## src/rtl/strs_params.svh

```systemverilog
// Purpose: Constants for the reliability threshold and status responder
// Assumes: Included by bare name from the RTL modules
// Notes: Definitions only
`ifndef STRS_PARAMS_SVH
`define STRS_PARAMS_SVH
`define STRS_CMD_RELIAB 8'hB0
`define STRS_CYL_HI_KEY 8'hC2
`define STRS_CYL_LO_KEY 8'h4F
`define STRS_FEAT_THRESH 8'hD1
`define STRS_FEAT_STATUS 8'hDA
`define STRS_CYL_LO_BAD 8'hF4
`define STRS_CYL_HI_BAD 8'h2C
`define STRS_STRUCT_VER 16'h0004
`define STRS_ID_SPARE 8'hC4
`define STRS_ID_ERASE 8'hE5
`define STRS_ID_ECC_TOT 8'hCB
`define STRS_ID_ECC_COR 8'hCC
`define STRS_ID_READS 8'hE8
`define STRS_ID_CRC 8'hC7
`define STRS_ATTR_FLAGS 16'h0002
`define STRS_FIXED_VALUE 8'h64
`define STRS_ENTRY_BYTES 12
`define STRS_NUM_ENTRIES 30
`define STRS_SECTOR_BYTES 512
`define STRS_ZERO_FIRST 362
`define STRS_NUM_USED 6
`define STRS_SPARE_THR_RST 8'h00
`define STRS_ERASE_THR_RST 8'h00
`endif

```

## src/rtl/strs_pkg.sv

```systemverilog
// Purpose: Types for the reliability threshold and status responder
// Assumes: Constants come from strs_params.svh
// Notes: Types only
package strs_pkg;
	typedef enum logic [1:0] {ST_IDLE, ST_SEND, ST_DONE} strs_state_t;
	typedef logic [7:0] strs_byte_t;
endpackage : strs_pkg

```

## src/rtl/strs_attr_rec.sv

```systemverilog
// Purpose: Serialises one 12-byte attribute record of the counter attributes
// Assumes: Byte index 0..11, counts from the card's flash controller
// Notes: Combinational lookup, registered by the caller
`timescale 1ns/1ps
`include "strs_params.svh"
module strs_attr_rec import strs_pkg::*; (
	input wire logic sel_crc,
	input wire logic [3:0] idx,
	input wire logic [63:0] read_count,
	input wire logic [31:0] crc_count,
	output strs_byte_t data
);
	logic [63:0] cnt;
	always_comb begin
		// CRC record uses only bytes 4..7; 8..11 stay zero
		cnt = sel_crc ? {32'h0000_0000, crc_count} : read_count;
		case (idx)
			4'h0: data = sel_crc ? `STRS_ID_CRC : `STRS_ID_READS;
			4'h1: data = 8'(`STRS_ATTR_FLAGS);
			4'h2: data = 8'(`STRS_ATTR_FLAGS >> 8);
			4'h3: data = `STRS_FIXED_VALUE;
			4'h4, 4'h5, 4'h6, 4'h7, 4'h8, 4'h9, 4'hA, 4'hB: data = cnt[8*(idx-4'h4) +: 8];
			default: data = 8'h00;
		endcase
	end
endmodule : strs_attr_rec

```

## src/rtl/strs_responder.sv

```systemverilog
// Purpose: Reliability command handler: threshold sector and return status
// Assumes: Task file already latched; one command strobe per command
// Notes: Sector streams one byte per cycle with a valid strobe
//------------------------------------------------------------
// Summary of operation
//------------------------------------------------------------
// Summary of operation
// - Read-count record: id E8h, flags 0002h, value 64h, 64-bit count.
// - CRC record: id C7h, flags 0002h, value 64h, 32-bit count, rest zero.
// - Read and CRC counts never affect the status answer.
// - Command B0h, C2h/4Fh, feature D1h returns one 512-byte sector.
// - Sector: version 0004h, 30 entries of 12 bytes, zeros, checksum byte 511.
// - Entry: id in byte 0, threshold byte 1; spare C4h, erase E5h.
// - Read-count entry E8h carries a zero threshold.
// - ECC total CBh, ECC correctable CCh, CRC C7h entries carry zero threshold.
// - Command B0h, C2h/4Fh, feature DAh answers in the cylinder registers.
// - Exceeded spare or erase condition gives cylinder low F4h, high 2Ch.
// - No exceeded condition gives cylinder low 4Fh, high C2h.
// - Exceeded means attribute value below its stored threshold.
`timescale 1ns/1ps
`include "strs_params.svh"
module strs_responder import strs_pkg::*; #(
	parameter int SECTOR_BYTES = `STRS_SECTOR_BYTES
) (
	input wire logic CLK,
	input wire logic RESETN,
	input wire logic CMD_STB,
	input wire logic [7:0] CMD_CODE,
	input wire logic [7:0] FEATURE,
	input wire logic [7:0] CYL_LO_IN,
	input wire logic [7:0] CYL_HI_IN,
	input wire logic [7:0] SPARE_VALUE,
	input wire logic [7:0] ERASE_VALUE,
	input wire logic [7:0] SPARE_THR,
	input wire logic [7:0] ERASE_THR,
	input wire logic THR_LOAD,
	input wire logic REC_SEL_CRC,
	input wire logic [3:0] REC_IDX,
	input wire logic [63:0] READ_COUNT,
	input wire logic [31:0] CRC_COUNT,
	output logic [7:0] REC_DATA,
	output logic [7:0] SECT_DATA,
	output logic SECT_VALID,
	output logic SECT_LAST,
	output logic BUSY,
	output logic DONE,
	output logic ABORT,
	output logic [7:0] CYL_LO_OUT,
	output logic [7:0] CYL_HI_OUT
);
	//------------------------------------------------------------
	// State
	//------------------------------------------------------------
	typedef struct packed {
		strs_state_t st;
		logic [8:0] idx;
		logic [7:0] sum;
		logic [7:0] spare_thr;
		logic [7:0] erase_thr;
		logic [7:0] sect_data;
		logic sect_valid;
		logic sect_last;
		logic done;
		logic abort;
		logic [7:0] cyl_lo;
		logic [7:0] cyl_hi;
		logic [7:0] rec_data;
		logic busy;
	} strs_regs_t;
	strs_regs_t r_q, r_d;
	strs_byte_t rec_byte;

	strs_attr_rec u_rec (
		.sel_crc(REC_SEL_CRC),
		.idx(REC_IDX),
		.read_count(READ_COUNT),
		.crc_count(CRC_COUNT),
		.data(rec_byte)
	);

	//------------------------------------------------------------
	// Decode helpers
	//------------------------------------------------------------
	// Reliability command with the cylinder key and the wanted feature
	function automatic logic req_match(input logic [7:0] code, input logic [7:0] feat,
		input logic [7:0] lo, input logic [7:0] hi, input logic [7:0] want);
		req_match = (code == `STRS_CMD_RELIAB) && (hi == `STRS_CYL_HI_KEY)
			&& (lo == `STRS_CYL_LO_KEY) && (feat == want);
	endfunction : req_match

	// Byte 0 of an entry is its identifier, byte 1 its threshold
	function automatic strs_byte_t entry_byte(input logic [8:0] pos, input strs_byte_t id,
		input strs_byte_t thr);
		entry_byte = (pos == 9'd0) ? id : thr;
	endfunction : entry_byte

	//------------------------------------------------------------
	// Threshold sector content
	//------------------------------------------------------------
	function automatic strs_byte_t sector_byte(input logic [8:0] i, input logic [7:0] sp,
		input logic [7:0] er);
		logic [8:0] off;
		logic [8:0] ent;
		logic [8:0] pos;
		off = 9'd0;
		ent = 9'd0;
		pos = 9'd0;
		sector_byte = 8'h00;
		if (i == 9'd0) begin
			sector_byte = 8'(`STRS_STRUCT_VER);
		end else if (i == 9'd1) begin
			sector_byte = 8'(`STRS_STRUCT_VER >> 8);
		end else if (i < 9'(`STRS_ZERO_FIRST)) begin
			off = i - 9'd2;
			ent = off / 9'(`STRS_ENTRY_BYTES);
			pos = off % 9'(`STRS_ENTRY_BYTES);
			// Unused entries are all zero; only byte 0 and 1 ever nonzero
			if (ent < 9'(`STRS_NUM_USED) && pos < 9'd2) begin
				case (ent[2:0])
					3'd0: sector_byte = entry_byte(pos, `STRS_ID_SPARE, sp);
					3'd1: sector_byte = entry_byte(pos, `STRS_ID_ERASE, er);
					3'd2: sector_byte = entry_byte(pos, `STRS_ID_ECC_TOT, 8'h00);
					3'd3: sector_byte = entry_byte(pos, `STRS_ID_ECC_COR, 8'h00);
					3'd4: sector_byte = entry_byte(pos, `STRS_ID_READS, 8'h00);
					3'd5: sector_byte = entry_byte(pos, `STRS_ID_CRC, 8'h00);
					default: sector_byte = 8'h00;
				endcase
			end
		end
	endfunction : sector_byte

	//------------------------------------------------------------
	// Next state
	//------------------------------------------------------------
	logic want_thr;
	logic want_stat;
	logic exceeded;
	strs_byte_t b;
	always_comb begin
		r_d = r_q;
		b = 8'h00;
		r_d.sect_valid = 1'b0;
		r_d.sect_last = 1'b0;
		r_d.done = 1'b0;
		r_d.abort = 1'b0;
		r_d.rec_data = rec_byte;
		// Drive/head and sector registers are ignored
		want_thr = req_match(CMD_CODE, FEATURE, CYL_LO_IN, CYL_HI_IN, `STRS_FEAT_THRESH);
		want_stat = req_match(CMD_CODE, FEATURE, CYL_LO_IN, CYL_HI_IN, `STRS_FEAT_STATUS);
		// Only spare and erase judged; read and CRC counts not inputs
		exceeded = (SPARE_VALUE < r_q.spare_thr) || (ERASE_VALUE < r_q.erase_thr);
		// Loads only while idle, so a sector never mixes old and new thresholds
		if (THR_LOAD && r_q.st == ST_IDLE) begin
			r_d.spare_thr = SPARE_THR;
			r_d.erase_thr = ERASE_THR;
		end
		case (r_q.st)
			ST_IDLE: begin
				if (CMD_STB) begin
					if (want_thr) begin
						r_d.st = ST_SEND;
						r_d.idx = 9'd0;
						r_d.sum = 8'h00;
					end else if (want_stat) begin
						r_d.cyl_lo = exceeded ? `STRS_CYL_LO_BAD : `STRS_CYL_LO_KEY;
						r_d.cyl_hi = exceeded ? `STRS_CYL_HI_BAD : `STRS_CYL_HI_KEY;
						r_d.done = 1'b1;
					end else begin
						// Unknown feature or missing key is aborted
						r_d.abort = 1'b1;
					end
				end
			end
			ST_SEND: begin
				// No back-pressure: one byte leaves every cycle up to the checksum
				b = sector_byte(r_q.idx, r_q.spare_thr, r_q.erase_thr);
				r_d.sect_valid = 1'b1;
				if (r_q.idx == 9'(SECTOR_BYTES - 1)) begin
					r_d.sect_data = 8'(8'h00 - r_q.sum);
					r_d.sect_last = 1'b1;
					r_d.st = ST_DONE;
				end else begin
					r_d.sect_data = b;
					r_d.sum = 8'(r_q.sum + b);
					r_d.idx = 9'(r_q.idx + 9'd1);
				end
			end
			ST_DONE: begin
				r_d.done = 1'b1;
				r_d.st = ST_IDLE;
			end
			default: r_d.st = ST_IDLE;
		endcase
		// Busy follows the next state, so it rises the cycle after an accepted sector request
		r_d.busy = (r_d.st != ST_IDLE);
	end

	always_ff @(posedge CLK) begin
		if (!RESETN) begin
			r_q <= '0;
			r_q.st <= ST_IDLE;
			r_q.spare_thr <= `STRS_SPARE_THR_RST;
			r_q.erase_thr <= `STRS_ERASE_THR_RST;
			r_q.cyl_lo <= `STRS_CYL_LO_KEY;
			r_q.cyl_hi <= `STRS_CYL_HI_KEY;
		end else begin
			r_q <= r_d;
		end
	end

	//------------------------------------------------------------
	// Outputs
	//------------------------------------------------------------
	assign BUSY = r_q.busy;
	assign REC_DATA = r_q.rec_data;
	assign SECT_DATA = r_q.sect_data;
	assign SECT_VALID = r_q.sect_valid;
	assign SECT_LAST = r_q.sect_last;
	assign DONE = r_q.done;
	assign ABORT = r_q.abort;
	assign CYL_LO_OUT = r_q.cyl_lo;
	assign CYL_HI_OUT = r_q.cyl_hi;
endmodule : strs_responder

```

## config.mk

```make
export PLATFORM = sky130hd
export DESIGN_NAME = strs_responder
export DESIGN_NICKNAME = d
export VERILOG_FILES = /design/src/rtl/strs_pkg.sv /design/src/rtl/strs_attr_rec.sv /design/src/rtl/strs_responder.sv
export VERILOG_INCLUDE_DIRS = /design/src /design/src/rtl
export SDC_FILE = /design/constraint.sdc
export NUM_CORES = 1
export LEC_CHECK = 0
export BUFFER_PORTS_ARGS = -buffer_cell sky130_fd_sc_hd__buf_2
export CORE_MARGIN = 8
export CORE_UTILIZATION = 38
export CTS_CLUSTER_DIAMETER = 150
export DETAILED_ROUTE_END_ITERATION = 10
export GPL_TIMING_DRIVEN = 0
export PLACE_DENSITY = 0.73
export SYNTH_ARGS = -nofsm -noshare
export SYNTH_HDL_FRONTEND = slang
export SYNTH_HIERARCHICAL = 1
export SYNTH_SLANG_ARGS = --single-unit
export TNS_END_PERCENT = 5
```

## constraint.sdc

```tcl
create_clock -name CLK -period 5.3 [get_ports CLK]
set_clock_uncertainty 0.05 [all_clocks]
set_input_delay 1.06 -clock CLK [delete_from_list [all_inputs] [get_ports CLK]]
set_output_delay 1.06 -clock CLK [all_outputs]
set_load 0.05 [all_outputs]
```

==> results.toml, run 1 <==
[worst_hold_path]
hp-class = "reg2reg"

[cells_and_area]
area_growth_pct = 33.61
final_cell_mix = "208 x buf_2, 75 x nand2_1, 60 x buf_4"
final_util_pct = 51.45
final_cell_area_um2 = 7735
num_antenna_cells = 0
drive_gt1_share_pct = 39.04
nets = 1140
layout_commonest_cell = "buf_2"

[timing]
setup_slack_ps = -221.6
setup_viol = 2
rsz0062_at_grt = "yes"
layout_min_cycle_time_ps = 5522
worst_pin_slew_ps = 757.3
finalCritPeriodShare_pct = 104.2
maxSlewViolCount = 0
final_hold_viol_count = 0
slew-limit-headroom_pct = 49.13
fmax_mhz = 181.1

[critical_path]
path_cells = "inv_6 -> ha_4 -> or3b_4 -> or4b_4 -> nand2_4 -> o221a_4 -> o21ai_2 -> a211oi_4 -> o311ai_4 -> nand2_4 -> mux2i_2 -> a21oi_2 -> o31ai_4 -> ha_1 -> a21oi_2 -> nand2_1 -> a21o_1 -> a21o_1 -> a21o_1 -> a21oi_2 -> nor2_2 -> o211a_1 -> or3_4 -> mux2i_1"
cp-start-kind = "register"
crit_type = "reg2reg"
arrival_ps = 5690
required_ps = 5470
worstPathMaxFanout = 11
path_buf_inv = 1
slowest_delay_ps = 620
critical_path.top_delay_family = "compound AO/OA/AOI/OAI gates"
worst_setup_path_end_kind = "register"
crit_slowest_cell = "or4b_4"

[global_route]
grt_first_pass_wirelength_um = 30110
grt_pass1_vias = 6187
grt_max_degree = 12
overflow = 0
track_usage_pct = 18.82
antenna_found_initial = 0

[synth]
synthFlopType = "dfxtp_1"
synth_seq_area_share_pct = 20.06
yosysTopAreaCellShare_pct = 20.06
synth_edf_count = 0
yosysWarnings = 6
synth_area_leaders = "dfxtp_1 20%, ha_1 7.6%, mux2i_1 7.3%"
syn-cell-area_um2 = 5789
syn_avg_cell_area_um2 = 8.270
synth_top_cell_by_area = "dfxtp_1"
synth_cell_types = 92
async_reset_ff_share_pct = 0
ys_ff_latch = 58
syn_inst = 700

[place]
io_buffers = 200
place_congestion = 0.9211
place_hpwl_um = 15310
place_area_um2 = 7077
place_ws_ps = -736.1

[flow_run]
cap_violations = 0

[clock_network]
ctsHoldBuffers = 0
cts.sinks = 58
clk_latency_ps = 330
cts.path.max_buffers = 2
cts_tree = "built"
cts_root_buf = "clkbuf_16"
htree_num_levels = 3
clk_pin_slew_worst_paths_ps = 50
cts-buffers-inserted = 9

[pwr]
p_leak_uw = 0.003612
peakVddDrop_mv = 0.1416
powerDensity_nw_per_um2 = 171.8

[drt]
drtAntennaViolNets = 0
vias = 6159
post_drt_wl_per_cell_um = 17.14
avgViaCountPerCell = 5.460
routed_wl_um = 19340
drtIter0Drc = 469
drc = 0
drt-pass1-iter-count = 5

[floorplan]
die_width_um = 139.4
die_h_um = 139.4
start_util_pct = 38.51
core.rowCount = 45
io-pin-count = 206
dieArea_um2 = 19440
core-area_um2 = 15030

[run_status]
violations = "setup timing"
status = "finished with violations"
==> sequential cells by signal, summed over array words and instances (netlist names) <==
name / flops
DONE: 1
BUSY: 1
CYL_LO_OUT: 2
SECT_VALID: 1
r_q: 35
REC_DATA: 8
ABORT: 1
SECT_LAST: 1
SECT_DATA: 8
==> path summary, 6_finish.rpt <==
kind                   startpoint                   end  slack (ps)  cells past startpoint
max reg2reg  r_q[62]$_SDFFE_PN0P_  r_q[60]$_SDFFE_PN0P_        -220                     24
max          r_q[62]$_SDFFE_PN0P_  r_q[60]$_SDFFE_PN0P_        -220                     24
min          r_q[48]$_SDFFE_PN0P_  r_q[48]$_SDFFE_PN0P_         410                      2
min reg2reg  r_q[48]$_SDFFE_PN0P_  r_q[48]$_SDFFE_PN0P_         410                      2
==> worst min-delay path, cell delays in order, from the launching register on <==
cell,delay (ps)
dfxtp_1,300
nand2_1,40
a21boi_0,70
==> through the flow <==
stage | hold WS [ps] | total power [uW] | cells | setup TNS [ps]
6_report | 414.0 | 1329 | 1128 | -268.8
2_1_floorplan | 386.2 | 590.9 | 702 | -153.1
4_1_cts | 414.6 | 1340 | 1124 | -183.6
3_3_place_gp | 400.4 | 681.2 | 1090 | -956.0
3_5_place_dp | 407.0 | 685.2 | 1090 | -918.8
5_1_grt | 430.2 | 1382 | 1128 | -641.5
==> where the power goes <==
part | total (uW) | internal, uW | leakage, uW | switching [uW]
combinational | 226 | 116 | 0.00297 | 110
sequential | 452 | 447 | 0.000472 | 5.55
clock | 651 | 449 | 0.000165 | 202
total | 1330 | 1010 | 0.00361 | 318
==> timing repair <==
item,in CTS,in global routing
gates resized for setup,18,20
setup buffers,21,5
pin swaps,21,18
endpoints found under the setup margin,3,2
==> routing by layer <==
layer,up-vias,GRT usage [%],routed length [um]
li1,3006,-,-
met1,2925,20.96,7965
met2,197,34.12,9907
met3,31,5.198,1122
met4,0,5.661,344
met5,-,0,0
==> kinds of logic (layout without fill, tap and decap cells) <==
group	Yosys count	after routing	share of synthesized area, %
adder cells (fa/ha/maj)	36	36	7.910
buffers and inverters	101	339	10.57
AND/OR/NAND/NOR	245	245	22.22
other	2	4	0.1297
flip-flops	58	58	20.06
AO/OA/AOI/OAI	185	185	24.64
XOR/XNOR	20	20	3.026
multiplexers	53	53	11.45
==> cell usage after synthesis, types with 5 or more instances <==
cell type  count
a211oi_1       6
a21boi_0      27
a21o_1        13
a21oi_1       26
a22oi_1       13
a31oi_1        5
and2_1        13
and3_1         5
buf_2         10
buf_4         34
buf_6          8
clkbuf_1      16
dfxtp_1       58
ha_1          35
inv_1         28
mux2i_1       42
mux4_2         5
nand2_1       75
nand2b_1      10
nand3_1       31
nand4_1        5
nor2_1        38
nor2b_1        7
nor3_1        10
nor3b_1        7
nor4_1         6
o21ai_0       23
o21ai_1        5
o22ai_1        9
or3_1          6
xnor2_1       10
xor2_1        10
==> final cells by class <==
| cell class | count | area (um2) |
|---|---|---|
| clock inverter | 4 | 72.57 |
| clock buffer | 12 | 266.5 |
| fill | 1438 | 7298 |
| timing repair buffer | 226 | 1200 |
| inverter | 29 | 118.9 |
| sequential | 58 | 1164 |
| multi-input combinational | 543 | 4210 |
| buffer | 68 | 467.9 |
| tap | 188 | 235.2 |
Note: power is estimated with default switching activity, not from simulation.
==> run 2: changes to the inputs <==
--- a/config.mk
+++ b/config.mk
@@ -13,6 +13,7 @@
 export DETAILED_ROUTE_END_ITERATION = 10
 export GPL_TIMING_DRIVEN = 0
 export PLACE_DENSITY = 0.73
+export RECOVER_POWER = 25
 export SYNTH_ARGS = -nofsm -noshare
 export SYNTH_HDL_FRONTEND = slang
 export SYNTH_HIERARCHICAL = 1
==> run 2 against run 1 <==
  * Via count shrank 0.67%
  * The flow still finishes with violations (setup timing)
  * Highest routed layer unchanged
  * First-iteration DRC count is 2.8% higher
  * Power about the same
  * Clock power about the same
  * Largest cell class unchanged
==> results.toml, run 2 (synthesized netlist as in run 1, its figures left out) <==
[run_status]
status = "finished with violations"
violations = "setup timing"

[pwr]
p_leak_uw = 0.003560
power_frac_seq_pct = 34.0
peakVddDrop_mv = 0.1415
power.total_uw = 1328
p_sw_uw = 318.1
switching_share_pct = 23.95
clockPowerShare_pct = 49.0
powerDensity_nw_per_um2 = 172.1
p_int_uw = 1010
combPwrFrac_pct = 17.0

[floorplan]
die_h_um = 139.4
die_width_um = 139.4
core-area_um2 = 15030
io-pin-count = 206
dieArea_um2 = 19440
core.rowCount = 45
start_util_pct = 38.51

[cells_and_area]
fin_cells = 1128
fill_cells = 1448
num_antenna_cells = 0
layout_commonest_cell = "buf_2"
area_growth_pct = 33.33
nets = 1140
largest_reg_flops = 35
top_register = "r_q"
multi_input_area_um2 = 4210
final_cell_mix = "195 x buf_2, 75 x nand2_1, 60 x buf_4"
drive_gt1_share_pct = 37.66
register_area_um2 = 1164

[timing]
setup_slack_ps = -219.7
rsz0062_at_grt = "yes"
worst_pin_slew_ps = 788.4
finalCritPeriodShare_pct = 104.1
holdWs_ps = 412.9
setup_viol = 2
maxSlewViolCount = 0
layout_min_cycle_time_ps = 5520
slew-limit-headroom_pct = 47.04
final_hold_viol_count = 0
setup-tns-final_ps = -269.4
fmax_mhz = 181.2

[global_route]
grt_pass1_vias = 6187
antenna_found_initial = 0
overflow = 0
grt_first_pass_wirelength_um = 30110
track_usage_pct = 18.82
grt_max_degree = 12

[critical_path]
worst_setup_path_end_kind = "register"
rr_worst_depth = 24
crit_slowest_cell = "or4b_4"
path_cells = "inv_6 -> ha_4 -> or3b_4 -> or4b_4 -> nand2_4 -> o221a_4 -> o21ai_2 -> a211oi_4 -> o311ai_4 -> nand2_4 -> mux2i_2 -> a21oi_2 -> o31ai_4 -> ha_1 -> a21oi_2 -> nand2_1 -> a21o_1 -> a21o_1 -> a21o_1 -> a21oi_2 -> nor2_2 -> o211a_1 -> or3_4 -> mux2i_1"
reg2reg_slack_ps = -220
cp-start-kind = "register"
arrival_ps = 5690
slowest_delay_ps = 620
worstPathMaxFanout = 11
rr_startpoint = "r_q[62]$_SDFFE_PN0P_"
required_ps = 5470
crit_type = "reg2reg"
r2r_end = "r_q[60]$_SDFFE_PN0P_"

[drt]
drtIter0Drc = 482
avgViaCountPerCell = 5.424
post_drt_wl_per_cell_um = 17.15
vias = 6118
drtAntennaViolNets = 0
drc = 0
routed_wl_um = 19340
drt-pass1-iter-count = 7

[clock_network]
cts.path.max_buffers = 2
cts_root_buf = "clkbuf_16"
cts-buffers-inserted = 9
clk_latency_ps = 330
htree_num_levels = 3
cts.sinks = 58
clk_pin_slew_worst_paths_ps = 50
cts_tree = "built"

[place]
place_hpwl_um = 15310
dp_cells = 1090
place_ws_ps = -736.1
io_buffers = 200
place_congestion = 0.9211

[flow_run]
cap_violations = 0

[worst_hold_path]
min_from = "r_q[39]$_SDFFE_PN0P_"
min_path_cells = 2
hp-class = "reg2reg"
holdPathEnd = "r_q[39]$_SDFFE_PN0P_"
[run 2: cell count changes in the layout (fill, tap and decap cells not counted), sizes merged]
cell / change
clkbuf: +13
buf: -13
[run 2: worst max path at each step]
stage	slack (ps)	end	cells past startpoint	startpoint
global route	-410	r_q[60]$_SDFFE_PN0P_	24	r_q[62]$_SDFFE_PN0P_
global placement	-750	r_q[60]$_SDFFE_PN0P_	27	r_q[63]$_SDFFE_PN0P_
CTS	-150	r_q[60]$_SDFFE_PN0P_	26	r_q[63]$_SDFFE_PN0P_
finish	-220	r_q[60]$_SDFFE_PN0P_	24	r_q[62]$_SDFFE_PN0P_
detailed placement	-740	r_q[60]$_SDFFE_PN0P_	27	r_q[62]$_SDFFE_PN0P_
floorplan	-150	r_q[60]$_SDFFE_PN0P_	29	r_q[63]$_SDFFE_PN0P_
[run 2: per-stage QoR]
step                area, um2  utilization [%]
global placement         7077            47.07
CTS                      7622            50.70
global route             7719            51.34
floorplan                5841                -
detailed placement       7077            47.07
finish                   7719            51.34
[run 2: worst max-delay path: cells and delay by family (launching register included)]
family / cells / cell delay [ps]
AO/OA/AOI/OAI: 12 / 2210
AND/OR/NAND/NOR: 7 / 1850
adder cells (fa/ha/maj): 2 / 450
flip-flops: 1 / 400
multiplexers: 2 / 350
buffers and inverters: 1 / 90
[run 2: layer usage]
metal	track usage (%)	vias up	share of wire [%]
met5	0	-	0
met4	5.661	0	1.8
met3	5.198	38	6.1
met2	34.12	210	51
met1	20.96	2871	41
li1	-	2999	-
[run 2: power groups by stage]
stage / Combinational [uW] / Clock, uW / Sequential [uW]
after CTS: 226 / 663 / 452
after global placement: 221 / 0 / 461
after detailed placement: 224 / 0 / 461
after floorplan: 130 / 0 / 461
final: 225 / 651 / 452
after global routing: 247 / 681 / 453
[run 2: layout make-up]
cell class	instances	share of cell area, %
plain buffers	68	6.063
clock buffers	12	3.453
clock inverters	4	0.9402
inverters	29	1.540
multi-input cells	543	54.55
flip-flops and latches	58	15.08
well taps	188	3.048
repair buffers	226	15.33
[run 2: timing repair]
item	in CTS	in global routing
setup buffers	21	5
cloned	0	0
gates resized for setup	18	20
pin swaps	21	18
setup endpoints to repair	3	2
hold buffers	0	0
==> run 3: changes to the inputs <==
--- a/config.mk
+++ b/config.mk
@@ -12,7 +12,7 @@
 export CTS_CLUSTER_DIAMETER = 150
 export DETAILED_ROUTE_END_ITERATION = 10
 export GPL_TIMING_DRIVEN = 0
-export PLACE_DENSITY = 0.73
+export PLACE_DENSITY = 0.71
 export RECOVER_POWER = 25
 export SYNTH_ARGS = -nofsm -noshare
 export SYNTH_HDL_FRONTEND = slang
==> constraint.sdc (replaced) <==
create_clock -name CLK -period 6.3 [get_ports CLK]
set_clock_uncertainty 0.05 [all_clocks]
set_input_delay 1.26 -clock CLK [delete_from_list [all_inputs] [get_ports CLK]]
set_output_delay 1.26 -clock CLK [all_outputs]
set_load 0.05 [all_outputs]
==> run 3 against run 2 <==
  * The flow now finishes without violations
  * Combinational power fell by 16%
  * Non-clock buffer count down 18
  * Count of clock-buffer cells in the layout is 2 lower
  * Hold slack lost 1.9 ps
  * Flip-flop and latch count is the same
  * Setup slack improved by 490 ps
  * Core utilization is 2.1 points lower
  * Global-route usage down 0.71 points
  * Clock power down 29%
  * Die area is the same
  * Critical path type unchanged
  * Largest power group unchanged
==> results.toml, run 3 (synthesized netlist as in run 1, its figures left out) <==
[drt]
routed_wl_um = 18130
avgViaCountPerCell = 5.387
drt-pass1-iter-count = 6
post_drt_wl_per_cell_um = 16.36
drtAntennaViolNets = 0
drtIter0Drc = 467
vias = 5969
drc = 0

[timing]
holdWs_ps = 411.1
worst_pin_slew_ps = 786.7
rsz0062_at_grt = "no"
setup-tns-final_ps = 0
final_hold_viol_count = 0
maxSlewViolCount = 0
fmax_mhz = 165.8
layout_min_cycle_time_ps = 6033
slew-limit-headroom_pct = 47.08
setup_viol = 0
finalCritPeriodShare_pct = 95.76

[cells_and_area]
final_cell_mix = "202 x buf_2, 75 x nand2_1, 58 x dfxtp_1"
drive_gt1_share_pct = 34.46
num_antenna_cells = 0
area_growth_pct = 27.86
fill_cells = 1474
largest_reg_flops = 35
nets = 1122
multi_input_area_um2 = 4099
layout_commonest_cell = "buf_2"
final_util_pct = 49.24
register_area_um2 = 1161
top_register = "r_q"

[critical_path]
crit_type = "reg2reg"
crit_slowest_cell = "or4b_4"
cp-start-kind = "register"
required_ps = 6470
slowest_delay_ps = 570
worst_setup_path_end_kind = "register"
critPathMostFrequentCell = "a21o_1"
arrival_ps = 6200
worstPathMaxFanout = 11

[pwr]
p_leak_uw = 0.003447
powerDensity_nw_per_um2 = 138.8
peakVddDrop_mv = 0.09429

[worst_hold_path]
hp-class = "reg2reg"

[floorplan]
io-pin-count = 206
core.rowCount = 45
dieArea_um2 = 19440
die_h_um = 139.4
core-area_um2 = 15030
die_width_um = 139.4
start_util_pct = 38.51

[place]
io_buffers = 200
place_congestion = 0.9110
place_hpwl_um = 14960

[clock_network]
clk_latency_ps = 330
ctsHoldBuffers = 0
cts_tree = "built"
htree_num_levels = 3
cts_root_buf = "clkbuf_16"
cts-buffers-inserted = 9
cts.path.max_buffers = 2
cts.sinks = 58
clk_pin_slew_worst_paths_ps = 50

[flow_run]
cap_violations = 0

[global_route]
overflow = 0
track_usage_pct = 18.11
antenna_found_initial = 0
grt_pass1_vias = 5958
grt_max_degree = 11
grt_first_pass_wirelength_um = 29030

[run_status]
status = "finished clean"
run 3: layer usage:
metal	track usage, %	routed length (um)	up-vias
met4	4.679	197	0
li1	-	-	2981
met3	4.754	1015	16
met1	20.96	7657	2787
met5	0	0	-
met2	32.36	9258	185
run 3: per-stage QoR:
| step | cells | total power, uW | setup WS (ps) | cell area [um2] |
|---|---|---|---|---|
| finish | 1108 | 1027 | 267.4 | 7402 |
| global route | 1108 | 1074 | 13.87 | 7402 |
| CTS | 1104 | 1038 | 60.47 | 7307 |
| detailed placement | 1090 | 575.3 | 96.88 | 7033 |
| global placement | 1090 | 572.6 | 116.0 | 7033 |
| floorplan | 702 | 497.1 | 741.5 | 5797 |
run 3: timing repair:
action                                 CTS  global route
buffers inserted                         0             5
endpoints found under the hold margin    0             0
setup endpoints to repair                0             1
resized for setup                        0            15
run 3: layout make-up:
class / instances / area share (%)
plain buffers: 71 / 6.677
clock buffers: 10 / 3.093
clock inverters: 4 / 0.6085
inverters: 29 / 1.471
multi-input cells: 543 / 55.38
flip-flops and latches: 58 / 15.69
well taps: 188 / 3.178
repair buffers: 205 / 13.91
run 3: worst paths after layout:
kind	slack (ps)	cells past startpoint	end	startpoint
setup / recovery	270	28	r_q[60]$_SDFFE_PN0P_	r_q[63]$_SDFFE_PN0P_
hold / removal	410	2	r_q[47]$_SDFFE_PN0P_	r_q[47]$_SDFFE_PN0P_
setup reg to reg	270	28	r_q[60]$_SDFFE_PN0P_	r_q[63]$_SDFFE_PN0P_
hold reg to reg	410	2	r_q[47]$_SDFFE_PN0P_	r_q[47]$_SDFFE_PN0P_
run 3: power breakdown:
group	switching, uW	internal (uW)	leakage (uW)
sequential	4.21	376	0.000471
combinational	90.7	97.0	0.00284
clock	161	299	0.000138
run 3: critical path, delay by kind of cell, from the launching register on:
kind,cells,cell delay (ps)
mux,2,360
buf+inv,5,750
compound gates,12,2200
simple gates,7,1780
fa+ha+maj,2,430
flops,1,330
